**src/pkg/smw_pkg.sv**
```systemverilog
/*
  Constants shared by the supply monitor and stop-wake logic.
  Assumes a single 20 MHz clock and a byte-wide register port.
*/
`default_nettype none
package smw_pkg;
  localparam int unsigned ADDR_W = 8;
  localparam int unsigned DATA_W = 8;
  localparam logic [7:0] OFF_SUPPLY   = 8'h0C;
  localparam logic [7:0] OFF_IRQ_REQ  = 8'h10;
  localparam logic [7:0] OFF_IRQ_MASK = 8'h11;
  localparam logic [7:0] OFF_WAKE2    = 8'h12;
  localparam logic [7:0] OFF_PORT_DIR = 8'h13;
  localparam logic [7:0] OFF_WAKE1    = 8'h14;
  localparam int unsigned BIT_ENABLE = 0;
  localparam int unsigned BIT_LOW    = 1;
  localparam int unsigned BIT_HIGH   = 2;
  localparam int unsigned BIT_LOW_IRQ = 5;
  localparam int unsigned WAKE_SEL_LSB = 2;
  localparam logic [7:0] RESET_ZERO = 8'h00;
  localparam int unsigned CLK_HZ = 20000000;
  localparam int unsigned SETTLE_NS = 20000;
  localparam int unsigned SETTLE_CYC = (SETTLE_NS * (CLK_HZ / 1000000) + 999) / 1000;
  localparam logic [2:0] WAKE_POR_ONLY = 3'h0;
endpackage
`default_nettype wire

```
**src/core/smw_settle.sv**
```systemverilog
/*
  Settling counter: ready rises a fixed count of cycles after enable rises.
  Assumes enable is a registered level.
*/
`default_nettype none
module smw_settle #(
  parameter int unsigned CYCLES = 400
) (
  input  wire logic clk_in,     // System clock.
  input  wire logic rst_n_in,   // Synchronous reset, active low.
  input  wire logic enable_in,  // Monitoring enabled.
  output logic      ready_out   // Flags are valid.
);
  logic [15:0] cnt_q;
  logic [15:0] cnt_d;
  logic        ready_q;
  wire  done_w = (cnt_q == 16'(CYCLES - 1));
  assign cnt_d = !enable_in ? 16'h0000 : (done_w ? cnt_q : cnt_q + 16'h0001);
  always_ff @(posedge clk_in)
  begin
    if (!rst_n_in)
    begin
      cnt_q   <= 16'h0000;
      ready_q <= 1'b0;
    end
    else
    begin
      cnt_q   <= cnt_d;
      ready_q <= enable_in & done_w;
    end
  end
  // Ready drops in the same cycle as enable, so ready_out never outlives a cleared enable bit; registered flags clear a cycle later.
  assign ready_out = ready_q & enable_in;
endmodule
`default_nettype wire

```
**src/core/smw_wake_gate.sv**
```systemverilog
/*
  Second stop-recovery gate over selected input pins, outputs excluded.
  Assumes pin and direction inputs are synchronous.
*/
`default_nettype none
module smw_wake_gate (
  input  wire logic [2:0] sel_in,   // Recovery source code.
  input  wire logic [7:0] p0_in,    // Port 0 pins.
  input  wire logic [7:0] p2_in,    // Port 2 pins.
  input  wire logic [7:0] p3_in,    // Port 3 pins.
  input  wire logic [7:0] p0_out_in, // Port 0 output marks.
  input  wire logic [7:0] p2_out_in, // Port 2 output marks.
  input  wire logic [7:0] p3_out_in, // Port 3 output marks.
  output logic            wake_out  // Gate result.
);
  logic [15:0] sel_w;
  logic [15:0] pins_w;
  logic [15:0] outs_w;
  logic        is_nor_w;
  assign pins_w = {p0_in[7], p0_in[0], p3_in[3:1], 3'h0, p2_in};
  assign outs_w = {p0_out_in[7], p0_out_in[0], p3_out_in[3:1], 3'h0, p2_out_in};
  always_comb
  begin
    sel_w    = 16'h0000;
    is_nor_w = 1'b0;
    unique case (sel_in)
      3'h0: sel_w = 16'h0000;
      3'h1: sel_w = 16'h000F;
      3'h2: sel_w = 16'h00FF;
      3'h3:
      begin
        sel_w    = 16'h3800;
        is_nor_w = 1'b1;
      end
      3'h4: sel_w = 16'h3800;
      3'h5:
      begin
        sel_w    = 16'hF800;
        is_nor_w = 1'b1;
      end
      3'h6: sel_w = 16'hF800;
      3'h7: sel_w = 16'h3807;
    endcase
  end
  // Output pins are dropped from the gate. [RULE_12] [RULE_13]
  wire [15:0] use_w = sel_w & ~outs_w;
  wire        any_w = |use_w;
  wire        nand_w = ~&(pins_w | ~use_w);
  wire        nor_w  = ~|(pins_w & use_w);
  assign wake_out = any_w & (is_nor_w ? nor_w : nand_w);
endmodule
`default_nettype wire

```
**src/core/smw_top.sv**
```systemverilog
/*
  Supply monitor register, latched low-supply request and stop-wake combiner.
  Assumes analog comparators give synchronous levels and software uses the plain port.
*/
// The implementer's own choice: the plain strobed port.
//
// How it works
// RULE_01 - Bit 0 enables monitoring, resets clear.
// RULE_02 - Flags valid only 20 us after enable.
// RULE_03 - Bit 2 mirrors supply above upper threshold.
// RULE_04 - Bit 1 mirrors supply below lower threshold.
// RULE_05 - Enabled low flag raises request line five.
// RULE_06 - Request bit 5 latches until software clears.
// RULE_07 - Mask bit gates request onto interrupt.
// RULE_08 - Software disables monitoring before stop mode.
// RULE_09 - Software leaves port mode alone while checking.
// RULE_10 - Software enables interrupts before enabling monitor.
// RULE_11 - Either selected wake source ends stop.
// RULE_12 - Output pins excluded from wake gate.
// RULE_13 - Three-bit code selects gate and pins.
// RULE_14 - Disabled monitor clears flags, no request.
`default_nettype none
module smw_top
  import smw_pkg::*;
#(
  parameter int unsigned SETTLE = smw_pkg::SETTLE_CYC
) (
  input  wire logic                       clk_in,        // System clock, 20 MHz.
  input  wire logic                       rst_n_in,      // Synchronous reset, active low.
  input  wire logic [smw_pkg::ADDR_W-1:0] addr_in,       // Register address.
  input  wire logic [smw_pkg::DATA_W-1:0] wdata_in,      // Write data.
  input  wire logic                       wr_in,         // Write strobe.
  input  wire logic                       rd_in,         // Read strobe.
  output logic      [smw_pkg::DATA_W-1:0] rdata_out,     // Read data, next cycle.
  input  wire logic                       above_in,      // Supply above upper threshold.
  input  wire logic                       below_in,      // Supply below lower threshold.
  input  wire logic                       wake1_in,      // First recovery source event.
  input  wire logic                       stop_in,       // Core is in stop mode.
  input  wire logic [7:0]                 p0_in,         // Port 0 pins.
  input  wire logic [7:0]                 p2_in,         // Port 2 pins.
  input  wire logic [7:0]                 p3_in,         // Port 3 pins.
  output logic                            monitor_on_out, // Analog monitor enable.
  output logic                            wake_out,      // Leave stop mode.
  output logic                            irq_out        // Interrupt, level.
);
  import smw_pkg::*;

  logic       enable_q;
  logic       high_q;
  logic       low_q;
  logic       low_prev_q;
  logic [7:0] irq_req_q;
  logic [7:0] irq_req_d;
  logic [7:0] irq_mask_q;
  logic [2:0] wake_sel_q;
  logic       wake1_en_q;
  logic [7:0] p0_dir_q;
  logic [7:0] p2_dir_q;
  logic [7:0] p3_dir_q;
  logic [7:0] rdata_q;
  logic       wake_q;
  logic       irq_q;
  logic       ready_w;
  logic       gate_w;

  wire wr_sup_w  = wr_in & (addr_in == OFF_SUPPLY);
  wire wr_req_w  = wr_in & (addr_in == OFF_IRQ_REQ);
  wire wr_mask_w = wr_in & (addr_in == OFF_IRQ_MASK);
  wire wr_wake_w = wr_in & (addr_in == OFF_WAKE2);
  wire wr_dir_w  = wr_in & (addr_in == OFF_PORT_DIR);
  wire wr_w1_w   = wr_in & (addr_in == OFF_WAKE1);
  wire rd_req_w  = rd_in & (addr_in == OFF_IRQ_REQ);

  smw_settle #(
    .CYCLES (SETTLE)
  ) u_settle (
    .clk_in    (clk_in),
    .rst_n_in  (rst_n_in),
    .enable_in (enable_q),
    .ready_out (ready_w)
  );

  smw_wake_gate u_gate (
    .sel_in    (wake_sel_q),
    .p0_in     (p0_in),
    .p2_in     (p2_in),
    .p3_in     (p3_in),
    .p0_out_in (p0_dir_q),
    .p2_out_in (p2_dir_q),
    .p3_out_in (p3_dir_q),
    .wake_out  (gate_w)
  );

  // Comparator levels are shown only once they have settled. [RULE_02] [RULE_14]
  wire high_d_w = ready_w & above_in;  // [RULE_03]
  wire low_d_w  = ready_w & below_in;  // [RULE_04]
  // A rising low flag latches request bit 5; set wins over clear. [RULE_05] [RULE_06]
  wire low_set_w = enable_q & low_d_w & ~low_prev_q;
  // Software clears request bits by writing ones, or a read clears them all.
  assign irq_req_d = (irq_req_q & ~(wr_req_w ? wdata_in : RESET_ZERO) & ~(rd_req_w ? 8'hFF : 8'h00))
                   | (low_set_w ? 8'h20 : 8'h00);

  logic [7:0] rmux_w;
  always_comb
  begin
    rmux_w = RESET_ZERO;
    unique case (addr_in)
      OFF_SUPPLY:   rmux_w = {5'h00, high_q, low_q, enable_q};
      OFF_IRQ_REQ:  rmux_w = irq_req_q;
      OFF_IRQ_MASK: rmux_w = irq_mask_q;
      OFF_WAKE2:    rmux_w = {3'h0, wake_sel_q, 2'h0};
      OFF_WAKE1:    rmux_w = {7'h00, wake1_en_q};
      default:      rmux_w = RESET_ZERO;
    endcase
  end

  always_ff @(posedge clk_in)
  begin
    if (!rst_n_in)
    begin
      enable_q   <= 1'b0;
      high_q     <= 1'b0;
      low_q      <= 1'b0;
      low_prev_q <= 1'b0;
      irq_req_q  <= RESET_ZERO;
      irq_mask_q <= RESET_ZERO;
      wake_sel_q <= WAKE_POR_ONLY;
      wake1_en_q <= 1'b0;
      p0_dir_q   <= RESET_ZERO;
      p2_dir_q   <= RESET_ZERO;
      p3_dir_q   <= RESET_ZERO;
      rdata_q    <= RESET_ZERO;
      wake_q     <= 1'b0;
      irq_q      <= 1'b0;
    end
    else
    begin
      if (wr_sup_w)
        enable_q <= wdata_in[BIT_ENABLE];  // [RULE_01]
      if (wr_mask_w)
        irq_mask_q <= wdata_in;
      if (wr_wake_w)
        wake_sel_q <= wdata_in[WAKE_SEL_LSB +: 3];  // [RULE_13]
      if (wr_w1_w)
        wake1_en_q <= wdata_in[0];
      if (wr_dir_w)
      begin
        p0_dir_q <= {wdata_in[1], 6'h00, wdata_in[0]};
        p2_dir_q <= {8{wdata_in[2]}};
        p3_dir_q <= {4'h0, {3{wdata_in[3]}}, 1'b0};
      end
      high_q     <= high_d_w;
      low_q      <= low_d_w;
      low_prev_q <= low_d_w;
      irq_req_q  <= irq_req_d;
      rdata_q    <= rd_in ? rmux_w : RESET_ZERO;
      // Either enabled source ends stop, whichever comes first. [RULE_11]
      wake_q     <= stop_in & ((wake1_en_q & wake1_in) | gate_w);
      // Masked request bits stay pollable only. [RULE_07]
      irq_q      <= |(irq_req_d & irq_mask_q);
    end
  end

  assign rdata_out      = rdata_q;
  assign monitor_on_out = enable_q;
  assign wake_out       = wake_q;
  assign irq_out        = irq_q;

  property p_flags_off;
    @(posedge clk_in) disable iff (!rst_n_in) !enable_q |=> (!high_q && !low_q);
  endproperty
  a_flags_off: assert property (p_flags_off) else $error("flag set while disabled"); // [RULE_14]
  property p_settle;
    @(posedge clk_in) disable iff (!rst_n_in) $rose(enable_q) |-> !low_q [*2];
  endproperty
  a_settle: assert property (p_settle) else $error("flag before settle"); // [RULE_02]
  property p_low_follow;
    @(posedge clk_in) disable iff (!rst_n_in) ready_w |=> (low_q == $past(below_in));
  endproperty
  a_low_follow: assert property (p_low_follow) else $error("low flag mismatch"); // [RULE_04]
  property p_high_follow;
    @(posedge clk_in) disable iff (!rst_n_in) ready_w |=> (high_q == $past(above_in));
  endproperty
  a_high_follow: assert property (p_high_follow) else $error("high flag mismatch"); // [RULE_03]
  property p_latch;
    @(posedge clk_in) disable iff (!rst_n_in) low_set_w |=> irq_req_q[BIT_LOW_IRQ];
  endproperty
  a_latch: assert property (p_latch) else $error("request not latched"); // [RULE_05]
  property p_hold;
    @(posedge clk_in) disable iff (!rst_n_in)
      irq_req_q[BIT_LOW_IRQ] && !wr_req_w && !rd_req_w |=> irq_req_q[BIT_LOW_IRQ];
  endproperty
  a_hold: assert property (p_hold) else $error("request dropped"); // [RULE_06]
  property p_mask;
    @(posedge clk_in) disable iff (!rst_n_in) irq_q == |(irq_req_q & $past(irq_mask_q));
  endproperty
  a_mask: assert property (p_mask) else $error("masked interrupt"); // [RULE_07]
  property p_wake;
    @(posedge clk_in) disable iff (!rst_n_in) stop_in && wake1_en_q && wake1_in |=> wake_q;
  endproperty
  a_wake: assert property (p_wake) else $error("no wake"); // [RULE_11]
  property p_enable;
    @(posedge clk_in) disable iff (!rst_n_in) wr_sup_w |=> (enable_q == $past(wdata_in[BIT_ENABLE]));
  endproperty
  a_enable: assert property (p_enable) else $error("enable not written"); // [RULE_01]
  c_irq: cover property (@(posedge clk_in) disable iff (!rst_n_in) $rose(irq_q));
  c_wake: cover property (@(posedge clk_in) disable iff (!rst_n_in) $rose(wake_q));
  c_ready: cover property (@(posedge clk_in) disable iff (!rst_n_in) $rose(ready_w));
endmodule
`default_nettype wire

```
**config.mk**
```make
export PLATFORM = sky130hd
export DESIGN_NAME = smw_top
export DESIGN_NICKNAME = d
export VERILOG_FILES = /design/src/pkg/smw_pkg.sv /design/src/core/smw_settle.sv /design/src/core/smw_wake_gate.sv /design/src/core/smw_top.sv
export SDC_FILE = /design/constraint.sdc
export NUM_CORES = 1
export LEC_CHECK = 0
export ABC_AREA = 1
export BUFFER_PORTS_ARGS = -buffer_cell sky130_fd_sc_hd__buf_2
export CAP_MARGIN = 20
export CELL_PAD_IN_SITES_DETAIL_PLACEMENT = 1
export CELL_PAD_IN_SITES_GLOBAL_PLACEMENT = 1
export CORE_UTILIZATION = 25
export CTS_BUF_LIST = sky130_fd_sc_hd__clkbuf_4 sky130_fd_sc_hd__clkbuf_8
export DETAILED_ROUTE_END_ITERATION = 12
export GPL_TIMING_DRIVEN = 0
export PLACE_DENSITY_LB_ADDON = 0.1
export SKIP_LAST_GASP = 1
export SLEW_MARGIN = 20
export SYNTH_ARGS = -nofsm -noshare
export SYNTH_HDL_FRONTEND = slang
export SYNTH_SLANG_ARGS = --single-unit
```
**constraint.sdc**
```tcl
create_clock -name clk_in -period 3.86 [get_ports clk_in]
set_clock_uncertainty 0.2 [all_clocks]
set_input_delay 0 -clock clk_in [delete_from_list [all_inputs] [get_ports clk_in]]
set_output_delay 0 -clock clk_in [all_outputs]
set_load 0.03 [all_outputs]
```
-- Word-level counts from Yosys, hierarchy flattened
Cells that the tools add are included.
- $add $sub $neg: 1
- equality and inequality tests: 14
- multiplexer cells: 7
- bitwise logic cells: 29
- reduce and logical (&&, ||, !) cells: 12
- operators by type and width (operator ; number):
    16-bit case mux with 6 select lines ; 1
    8-bit by 5-bit equality test with 1-bit output, second input constant ; 5
    8-bit case mux with 5 select lines ; 1
    16-bit bitwise AND ; 2
    16-bit inverter ; 2
    16-bit OR reduction ; 2
    8-bit bitwise AND ; 3
    16-bit by 1-bit adder with 16-bit output, second input constant ; 1
    1-bit bitwise AND ; 16
    16-bit by 9-bit equality test with 1-bit output, second input constant ; 1
    8-bit two-way mux ; 2
    8-bit inverter ; 2
    16-bit bitwise OR ; 1
    16-bit AND reduction ; 1
    3-bit equality test, second input constant ; 4
    8-bit by 4-bit equality test with 1-bit output, second input constant ; 1
    8-bit by 6-bit bitwise OR with 8-bit output ; 1
    8-bit OR reduction ; 1
    3-bit by 2-bit equality test with 1-bit output, second input constant ; 2
    6-bit two-way mux ; 1
    2-bit OR reduction ; 3
    2-bit AND reduction ; 2
    3-bit by 1-bit equality test with 1-bit output, second input constant ; 1
    3-bit logical NOT ; 1
    other kinds (4) ; 6
- register bits after elaboration: 54
- bits of input ports: 48
- output and inout port bits: 11
- word-level logic and storage cells: 78

-- Longest topological paths before layout
Gate-level depths: netlist of run 1.
- depth after elaboration: 12
- depth in mapped cells: 12
- depth with buffers taken out: 12

-- Modules after synthesis
A second synthesis of run 1 with hierarchy kept.
- cells, all modules: 466
- area, all modules: 3020.4 um^2
- by module, submodules not included (module ; times used ; cells an instance ; area an instance (um^2) ; sequential area each (um^2)):
    smw_top ; 1 ; 227 ; 1634.1 ; 740.7
    smw_settle ; 1 ; 131 ; 875.8 ; 340.3
    smw_wake_gate ; 1 ; 108 ; 510.5 ; 0.0

-- Least setup slack after synthesis of run 1
OpenSTA, ideal clock, no wires.
- path type: register to register
- start: reg u_settle.cnt_q[0]
- end: reg u_settle.cnt_q[3]
- library setup time: 117 ps
- arrival time: 1356 ps
- data required time: 3543 ps
- slack: 2187 ps
- stages on the path, launching flop included: 9
- path buffers: 0
- clock period less this slack: 1673 ps
- cells stage by stage: dfxtp_1 -> ha_1 -> nand2_1 -> nor2_2 -> nand2_1 -> nor4_2 -> inv_1 -> a21oi_1 -> nor2_1
- longest elaborated chain between the ends: 1
- elaborated cells on any way between the ends: 2
- classes of those cells: add/sub: 1; eq/ne: 1
- ends and longest elaborated chain (element ; line ; text):
    start: declaration ; smw_settle.sv:14 ; logic [15:0] cnt_q;
    start signal: assignment ; smw_settle.sv:28 ; cnt_q <= cnt_d;
    16-bit by 1-bit adder with 16-bit output or 16-bit by 9-bit equality test with 1-bit output (tied branches) ; smw_settle.sv:18, smw_settle.sv:17 ;
Several ways; a longest one is shown, not always the timed one.
A chain may end at the register's enable or synchronous reset.

-- Worst setup path in the final report of run 1
- start: in addr_in[4] in the netlist's numbering
- end: reg wake1_en_q
- longest elaborated chain between the ends: 2
- ends and longest elaborated chain (element ; line ; text):
    start: declaration ; smw_top.sv:30 ; input wire logic [smw_pkg::ADDR_W-1:0] addr_in,
    8-bit by 5-bit equality test with 1-bit output ; smw_top.sv:71 ; wire wr_w1_w = wr_in & (addr_in == OFF_WAKE1);
    1-bit bitwise AND ; smw_top.sv:71 ;
    end signal: assignment ; smw_top.sv:145 ; wake1_en_q <= wdata_in[0];
    end: declaration ; smw_top.sv:56 ; logic wake1_en_q;
Every way passes these cells.

==> results of run 1 <==
-- registers in the layout, indices dropped and copies added, names as in the netlist, 2 cells and up --
name and count:
irq_mask_q 8, u_settle.cnt_q 16, wake_sel_q 3, irq_req_q 8, p0_dir_q 2, rdata_out 8
-- final timing paths --
kind / cells past startpoint / from / end
setup / recovery: 10 / addr_in[4] / wake1_en_q$_SDFFE_PN0P_
hold / removal: 4 / addr_in[1] / p2_dir_q[0]$_SDFFE_PN0P_
setup reg to reg: 10 / wake_sel_q[1]$_SDFFE_PN0P_ / wake_out$_SDFF_PN0_
hold reg to reg: 2 / u_settle.ready_q$_SDFF_PN0_ / high_q$_SDFF_PN0_
-- critical path, stage by stage --
cell,delay [ns]
dlygate4sd3_1,0.53
buf_2,0.11
inv_1,0.04
nor2_1,0.08
nand2_1,0.11
nor4_1,0.48
nand3_1,0.12
dlygate4sd3_1,0.59
a21oi_1,0.14
dlygate4sd3_1,0.56
-- power by group --
group | leakage [nW] | internal [mW] | switching [mW] | total [mW]
clock | 0.0714 | 0.277 | 0.195 | 0.472
sequential | 0.435 | 0.557 | 0.000323 | 0.557
combinational | 0.877 | 0.0315 | 0.0382 | 0.0698
total | 1.38 | 0.866 | 0.234 | 1.10
-- cell families after synthesis --
group	count (synthesis)
AND/OR/NAND/NOR	200
AO/OA/AOI/OAI	66
buffers and inverters	64
flip-flops	54
XOR/XNOR	3
adder cells (fa/ha/maj)	1
-- Yosys cell counts --
cell type and n:
a211oi_1 4, a21oi_1 28, a22o_1 1, a22oi_1 1
and3_1 1, buf_2 1, buf_4 2, clkbuf_1 3
dfxtp_1 54, ha_1 1, inv_1 55, inv_2 3
nand2_1 69, nand2_2 1, nand3_1 32, nand3_2 1
nand3b_1 1, nand4_1 9, nand4_2 1, nor2_1 61
nor2_2 4, nor2_4 3, nor3_1 9, nor3_2 2
nor4_1 3, nor4_2 2, o21ai_0 30, o221ai_1 1
o2bb2ai_1 1, or2_2 1, xor2_1 3
-- what timing repair did --
item	4_1_cts	5_1_grt
endpoints found under the hold margin	36	0
hold buffers	22	0
gates resized for setup	0	0
-- cell usage in the layout (no fill, tap or decap) --
cell type / n
nand2_1: 69
nor2_1: 61
inv_1: 55
dfxtp_1: 54
buf_2: 47
nand3_1: 32
o21ai_0: 30
a21oi_1: 28
dlygate4sd3_1: 22
nand4_1: 9
nor3_1: 9
clkbuf_8: 6
nor2_2: 4
a211oi_1: 4
xor2_1: 3
clkbuf_1: 3
inv_2: 3
nor2_4: 3
nor4_1: 3
nor3_2: 2
nor4_2: 2
buf_4: 2
bufinv_16: 2
nand2_2: 1
nand4_2: 1
a22o_1: 1
nand3_2: 1
and3_1: 1
nand3b_1: 1
or2_2: 1
a22oi_1: 1
o221ai_1: 1
o2bb2ai_1: 1
ha_1: 1
-- metal layers --
metal  vias to the layer above  GRT usage  share of wire
met1                      1252      0.188           0.46
met2                        25      0.298           0.51
met5                         -          0              0
met4                         0     0.0241         0.0046
li1                       1410          -              -
met3                         2     0.0274          0.024
-- final cells by class --
cell class	count	area (sq um)	share of cell area
plain buffers	6	31.3	0.00918
clock buffers	6	82.6	0.0242
clock inverters	2	60.1	0.0176
inverters	58	218	0.0639
multi-input cells	270	1310	0.386
flip-flops and latches	54	1080	0.317
well taps	136	170	0.0499
repair buffers	68	450	0.132
-- through the flow --
step | cells | worst slack, ns | utilization
after floorplan | 388 | 2.19 | -
after global placement | 570 | 1.83 | 0.296
after detailed placement | 570 | 1.76 | 0.296
after CTS | 600 | 1.13 | 0.332
after global routing | 600 | 0.923 | 0.332
final | 600 | 1.15 | 0.332
==> flow_summary_export.csv, run 1 <==
group,metric,value,unit
outcome,outcome,"complete, no violations",
sta,maxSlewViolCount,0,
power_and_ir_drop,p_per_area,323,nW/um^2
drt,vias_per_cell,4.48,
sta,fin_setup_tns,0,ns
synth,synth_top_family_by_area,"simple AND/OR/NAND/NOR gates",
synth,synth_compound_area_frac,0.134,
critical_path,worstPathRequired,3.91,ns
synth,yosys.area.top_type,"dfxtp_1",
cts,tritoncts,"done",
synth,synth_cell_types,31,
drt,ant_nets,0,
die,start_util,0.257,
cts,cts_max_path_buffers,2,
sta,slew_headroom,0.596,
critical_path,arrival,2.76,ns
global_routing,grt-ovfl-total,0,
drt,vias,2689,
critical_path,reg2reg_slack,1.63,ns
critical_path,critPathMaxFanout,4,
cts,cts_made_buffers,5,
global_routing,grt_pass1_wl,13.8,mm
die,fp.dieW,105,um
synth,syn-cell-area,2640,sq um
cts,clkLatencyLatePin,0.30,ns
die,core_area,10300,sq um
sta,timing.final.crit_period,2.71,ns
global_routing,grt.total_usage,0.158,
synth,synth_seq_area_share,0.409,
die,die_area,11000,sq um
worst_hold_path,hold_class,"in2reg",
drt,drt_iter0_markers,49,
cts,root_buffer,"clkbuf_8",
die,fp-row-count,37,
place,gp_congestion,0.738,
cells_and_area,nNetsFinal,512,
cells_and_area,areaGrowthSynthToFinish,28.9,%
power_and_ir_drop,p_total,1.10,mW
sta,max_freq,369,MHz
sta,setup_violations,0,
sta,fin_crit_sh,0.703,
cells_and_area,drive_gt1_frac,0.162,
drt,wl,8.10,mm
cts,cts_setup_buffers,0,
drt,first_pass_iters,4,
synth,synth_xor_area_frac,0.00994,
synth,synthAdderAreaFrac,0.00473,
drt,drc,0,
synth,netlist.area_leader.share,0.409,
global_routing,antenna_found_initial,0,
cts,clock_sinks,54,
cells_and_area,antennaDiodeCount,0,
synth,syn_area_per_cell,6.81,sq um
cells_and_area,stdcell_area,3410,sq um
power_and_ir_drop,p_leak,1.38,nW
die,die_h,105,um
sta,hold_viol_final,0,
sta,worst_pin_slew,0.601,ns
critical_path,endpoint_kind,"register",
cts,clk_pin_slew,0.10,ns
place,port_buffers,46,
drt,wl_per_cell,13.5,um
place,placed_area,3040,sq um
synth,synth_seq_cells,54,
synth,synth_area_leaders,"dfxtp_1 41%, nand2_1 9.8%, nor2_1 8.7%",
job,max-cap-violations,0,
critical_path,start_kind,"input port",
global_routing,grt_pass1_vias,2875,
global_routing,grt_max_degree,17,
cts,htree_levels,2,
synth,yosys.area_share.simple,0.348,
synth,synth_mux_area_frac,0,
die,io_pins,59,
synth,syn_inst,388,
synth,yosys_warnings,0,
sta,fin_hold_ws,0.00330,ns
critical_path,critPathKind,"in2reg",
place,dp_hpwl,6.34,mm
sta,grt_setup_unrepaired,"no",
power_and_ir_drop,ir_drop,0.136,mV
synth,synth_nets,437,
cells_and_area,fill_cells,1330,
(Power assumes the default switching activity.)
==> run 2, diff against run 1 <==
--- a/config.mk
+++ b/config.mk
@@ -5,7 +5,7 @@
 export SDC_FILE = /design/constraint.sdc
 export NUM_CORES = 1
 export LEC_CHECK = 0
-export ABC_AREA = 1
+export ABC_AREA = 0
 export BUFFER_PORTS_ARGS = -buffer_cell sky130_fd_sc_hd__buf_2
 export CAP_MARGIN = 20
 export CELL_PAD_IN_SITES_DETAIL_PLACEMENT = 1
==> constraint.sdc (replaced) <==
create_clock -name clk_in -period 2.5 [get_ports clk_in]
set_clock_uncertainty 0.2 [all_clocks]
set_input_delay 0 -clock clk_in [delete_from_list [all_inputs] [get_ports clk_in]]
set_output_delay 0 -clock clk_in [all_outputs]
set_load 0.03 [all_outputs]
==> run 2 against run 1 <==
Against the previous run:
- synthesized cell count is 22% lower
- flip-flop and latch count unchanged
- sequential share of layout area is 0.58 points higher
- largest cell class unchanged
- register-to-register slack worse by 1.3 ns
==> flow_summary_export.csv, run 2 <==
group,metric,value,unit
outcome,outcome,"complete, no violations",
cells_and_area,utilization,0.324,
global_routing,use_met1,0.201,
global_routing,gr-max-usage-layer,"met2",
cells_and_area,areaGrowthSynthToFinish,25.9,%
synth,yosysMostFrequentCell,"dfxtp_1",
synth,synth_seq_cells,54,
die,fp-row-count,37,
critical_path,endpoint_kind,"register",
cells_and_area,nNetsFinal,423,
synth,synth_area_leaders,"dfxtp_1 41%, a21oi_1 5.1%, nand2_1 4.2%",
worst_hold_path,holdPathStages,5,
place,dp_hpwl,6.09,mm
sta,fin_crit_sh,0.862,
drt,drc,0,
die,io_pins,59,
global_routing,grt.met2_usage,0.277,
critical_path,critPathKind,"reg2reg",
global_routing,grt_pass1_wl,13.6,mm
synth,syn-cell-area,2660,sq um
sta,timing.final.crit_period,2.16,ns
sta,setup_violations,0,
die,die_h,105,um
job,max-cap-violations,0,
power_and_ir_drop,ir_drop,0.205,mV
sta,grt_setup_unrepaired,"no",
cts,cts_made_buffers,5,
cts,htree_levels,2,
synth,synth_commonest_cells,"54 x dfxtp_1, 30 x nand2_1, 30 x nor2_1",
critical_path,cp_common_cell,"a211oi_1",
power_and_ir_drop,p_per_area,479,nW/um^2
cts,clock_sinks,54,
sta,slew_headroom,0.594,
sta,max_freq,464,MHz
critical_path,cp_slowest_stage_delay,0.56,ns
global_routing,grt-ovfl-total,0,
sta,fin_setup_tns,0,ns
synth,synth_nets,353,
synth,ys.flop_type,"dfxtp_1",
cts,clkLatencyLatePin,0.31,ns
sta,maxSlewViolCount,0,
drt,drt_iter0_markers,60,
cts,clk_pin_slew,0.10,ns
synth,syn_area_per_cell,8.74,sq um
global_routing,grt.total_usage,0.158,
cts,root_buffer,"clkbuf_8",
drt,vias,2541,
drt,ant_nets,0,
synth,synth_seq_area_share,0.407,
cells_and_area,drive_gt1_frac,0.209,
drt,first_pass_iters,4,
synth,synth-edff-count,0,
global_routing,use_met3,0.0237,
cells_and_area,antennaDiodeCount,0,
critical_path,rr_worst_depth,6,
cells_and_area,regArea,1080,sq um
critical_path,worstPathRequired,2.56,ns
drt,wl_per_cell,16.4,um
place,gp_congestion,0.738,
cells_and_area,final_common_cell,"dfxtp_1",
cells_and_area,top_register,"u_settle.cnt_q",
critical_path,start_kind,"register",
synth,async_reset_ff_frac,0,
critical_path,path_depth,6,
global_routing,grt_pass1_vias,2623,
sta,fin_ws,0.344,ns
global_routing,antenna_found_initial,0,
synth,yosys.area.top_type,"dfxtp_1",
cells_and_area,final_cell_mix,"54 x dfxtp_1, 52 x buf_2, 30 x nand2_1, 30 x nor2_1, 27 x a21oi_1",
sta,worst_pin_slew,0.609,ns
place,port_buffers,45,
critical_path,critPathMaxFanout,10,
critical_path,path_cells,"buf_4, o21ba_2, o41ai_1, a211oi_1, a211oi_1, dlygate4sd3_1",
drt,wl,8.38,mm
synth,yosys_warnings,0,
place,detailedPlace.worstSlack,0.715,ns
critical_path,crit_slowest_cell,"dlygate4sd3_1",
cells_and_area,fill_cells,1241,
place,place_inst,485,
critical_path,cp_top_family,"compound AO/OA/AOI/OAI gates",
die,fp.dieW,105,um
worst_hold_path,hold_class,"in2reg",
critical_path,path_buf_inv,2,
sta,fin_hold_ws,0.0722,ns
cells_and_area,final_cells,510,
cts,tritoncts,"done",
die,die_area,11000,sq um
sta,hold_viol_final,0,
cts,cts_setup_buffers,0,
drt,vias_per_cell,4.98,
die,start_util,0.257,
global_routing,grt_max_degree,16,
synth,syn_inst,304,
synth,synth_cell_types,52,
critical_path,arrival,2.22,ns
synth,netlist.area_leader.share,0.407,
die,core_area,10300,sq um
cells_and_area,largest_reg_flops,16,
power_and_ir_drop,p_leak,1.29,nW
cells_and_area,multi_input_area,1450,sq um
cts,cts_max_path_buffers,2,
[run 2: cell types whose count changed after synthesis, moves of 10 or more]
cell,before,now
o21ai_0,30,6
mux2i_1,0,10
nand3_1,32,13
inv_1,55,6
nand2_1,69,30
nor2_1,61,30
[run 2: worst reg2reg max path, stage by stage, from the launching register on]
cell	delay (ns)
dfxtp_1	0.32
buf_4	0.16
o21ba_2	0.18
o41ai_1	0.37
a211oi_1	0.09
a211oi_1	0.23
dlygate4sd3_1	0.56
[run 2: logic make-up (layout without fill, tap and decap cells)]
family          after synthesis  count (layout)  share of synthesized area
fa+ha+maj                     1               1                    0.00471
buf+inv                      24              94                     0.0485
compound gates               70              70                      0.179
mux                          10              10                     0.0377
simple gates                132             132                      0.281
flops                        54              54                      0.407
xor+xnor                     13              13                     0.0428
[run 2: area by class of cell]
type,count,share of cell area
inverter,6,0.00673
tap,136,0.0509
clock inverter,1,0.00898
buffer,18,0.0318
multi-input combinational,226,0.433
clock buffer,6,0.0247
timing repair buffer,63,0.121
sequential,54,0.323
[run 2: routing by layer]
metal / wire (um) / up-vias
met5: 0 / -
met4: 92 / 0
met3: 183 / 6
met2: 4040 / 36
met1: 4060 / 1250
li1: - / 1249
[run 2: path summary, 6_finish.rpt]
path,startpoint,endpoint,slack (ns)
min reg2reg,irq_req_q[6]$_SDFF_PN0_,irq_req_q[6]$_SDFF_PN0_,0.26
max reg2reg,wake_sel_q[2]$_SDFFE_PN0P_,wake_out$_SDFF_PN0_,0.34
min,addr_in[2],rdata_out[4]$_SDFF_PN0_,0.07
max,wake_sel_q[2]$_SDFFE_PN0P_,wake_out$_SDFF_PN0_,0.34
[run 2: power by group]
group / internal, mW / switching (mW) / total (mW) / leakage (nW)
clock network: 0.321 / 0.294 / 0.615 / 0.0573
registers: 0.860 / 0.000326 / 0.860 / 0.435
logic: 0.0582 / 0.0701 / 0.128 / 0.797
[run 2: metrics by stage]
stage | instance area (sq um) | power [mW]
after floorplan | 2660 | 0.929
after global placement | 3050 | 0.988
after detailed placement | 3050 | 0.988
after CTS | 3350 | 1.64
after global routing | 3350 | 1.67
final | 3350 | 1.60
[run 2: what timing repair did]
action                                 in CTS  in global routing
resized for setup                           0                  0
hold buffers                               18                  0
endpoints found under the hold margin      35                  0
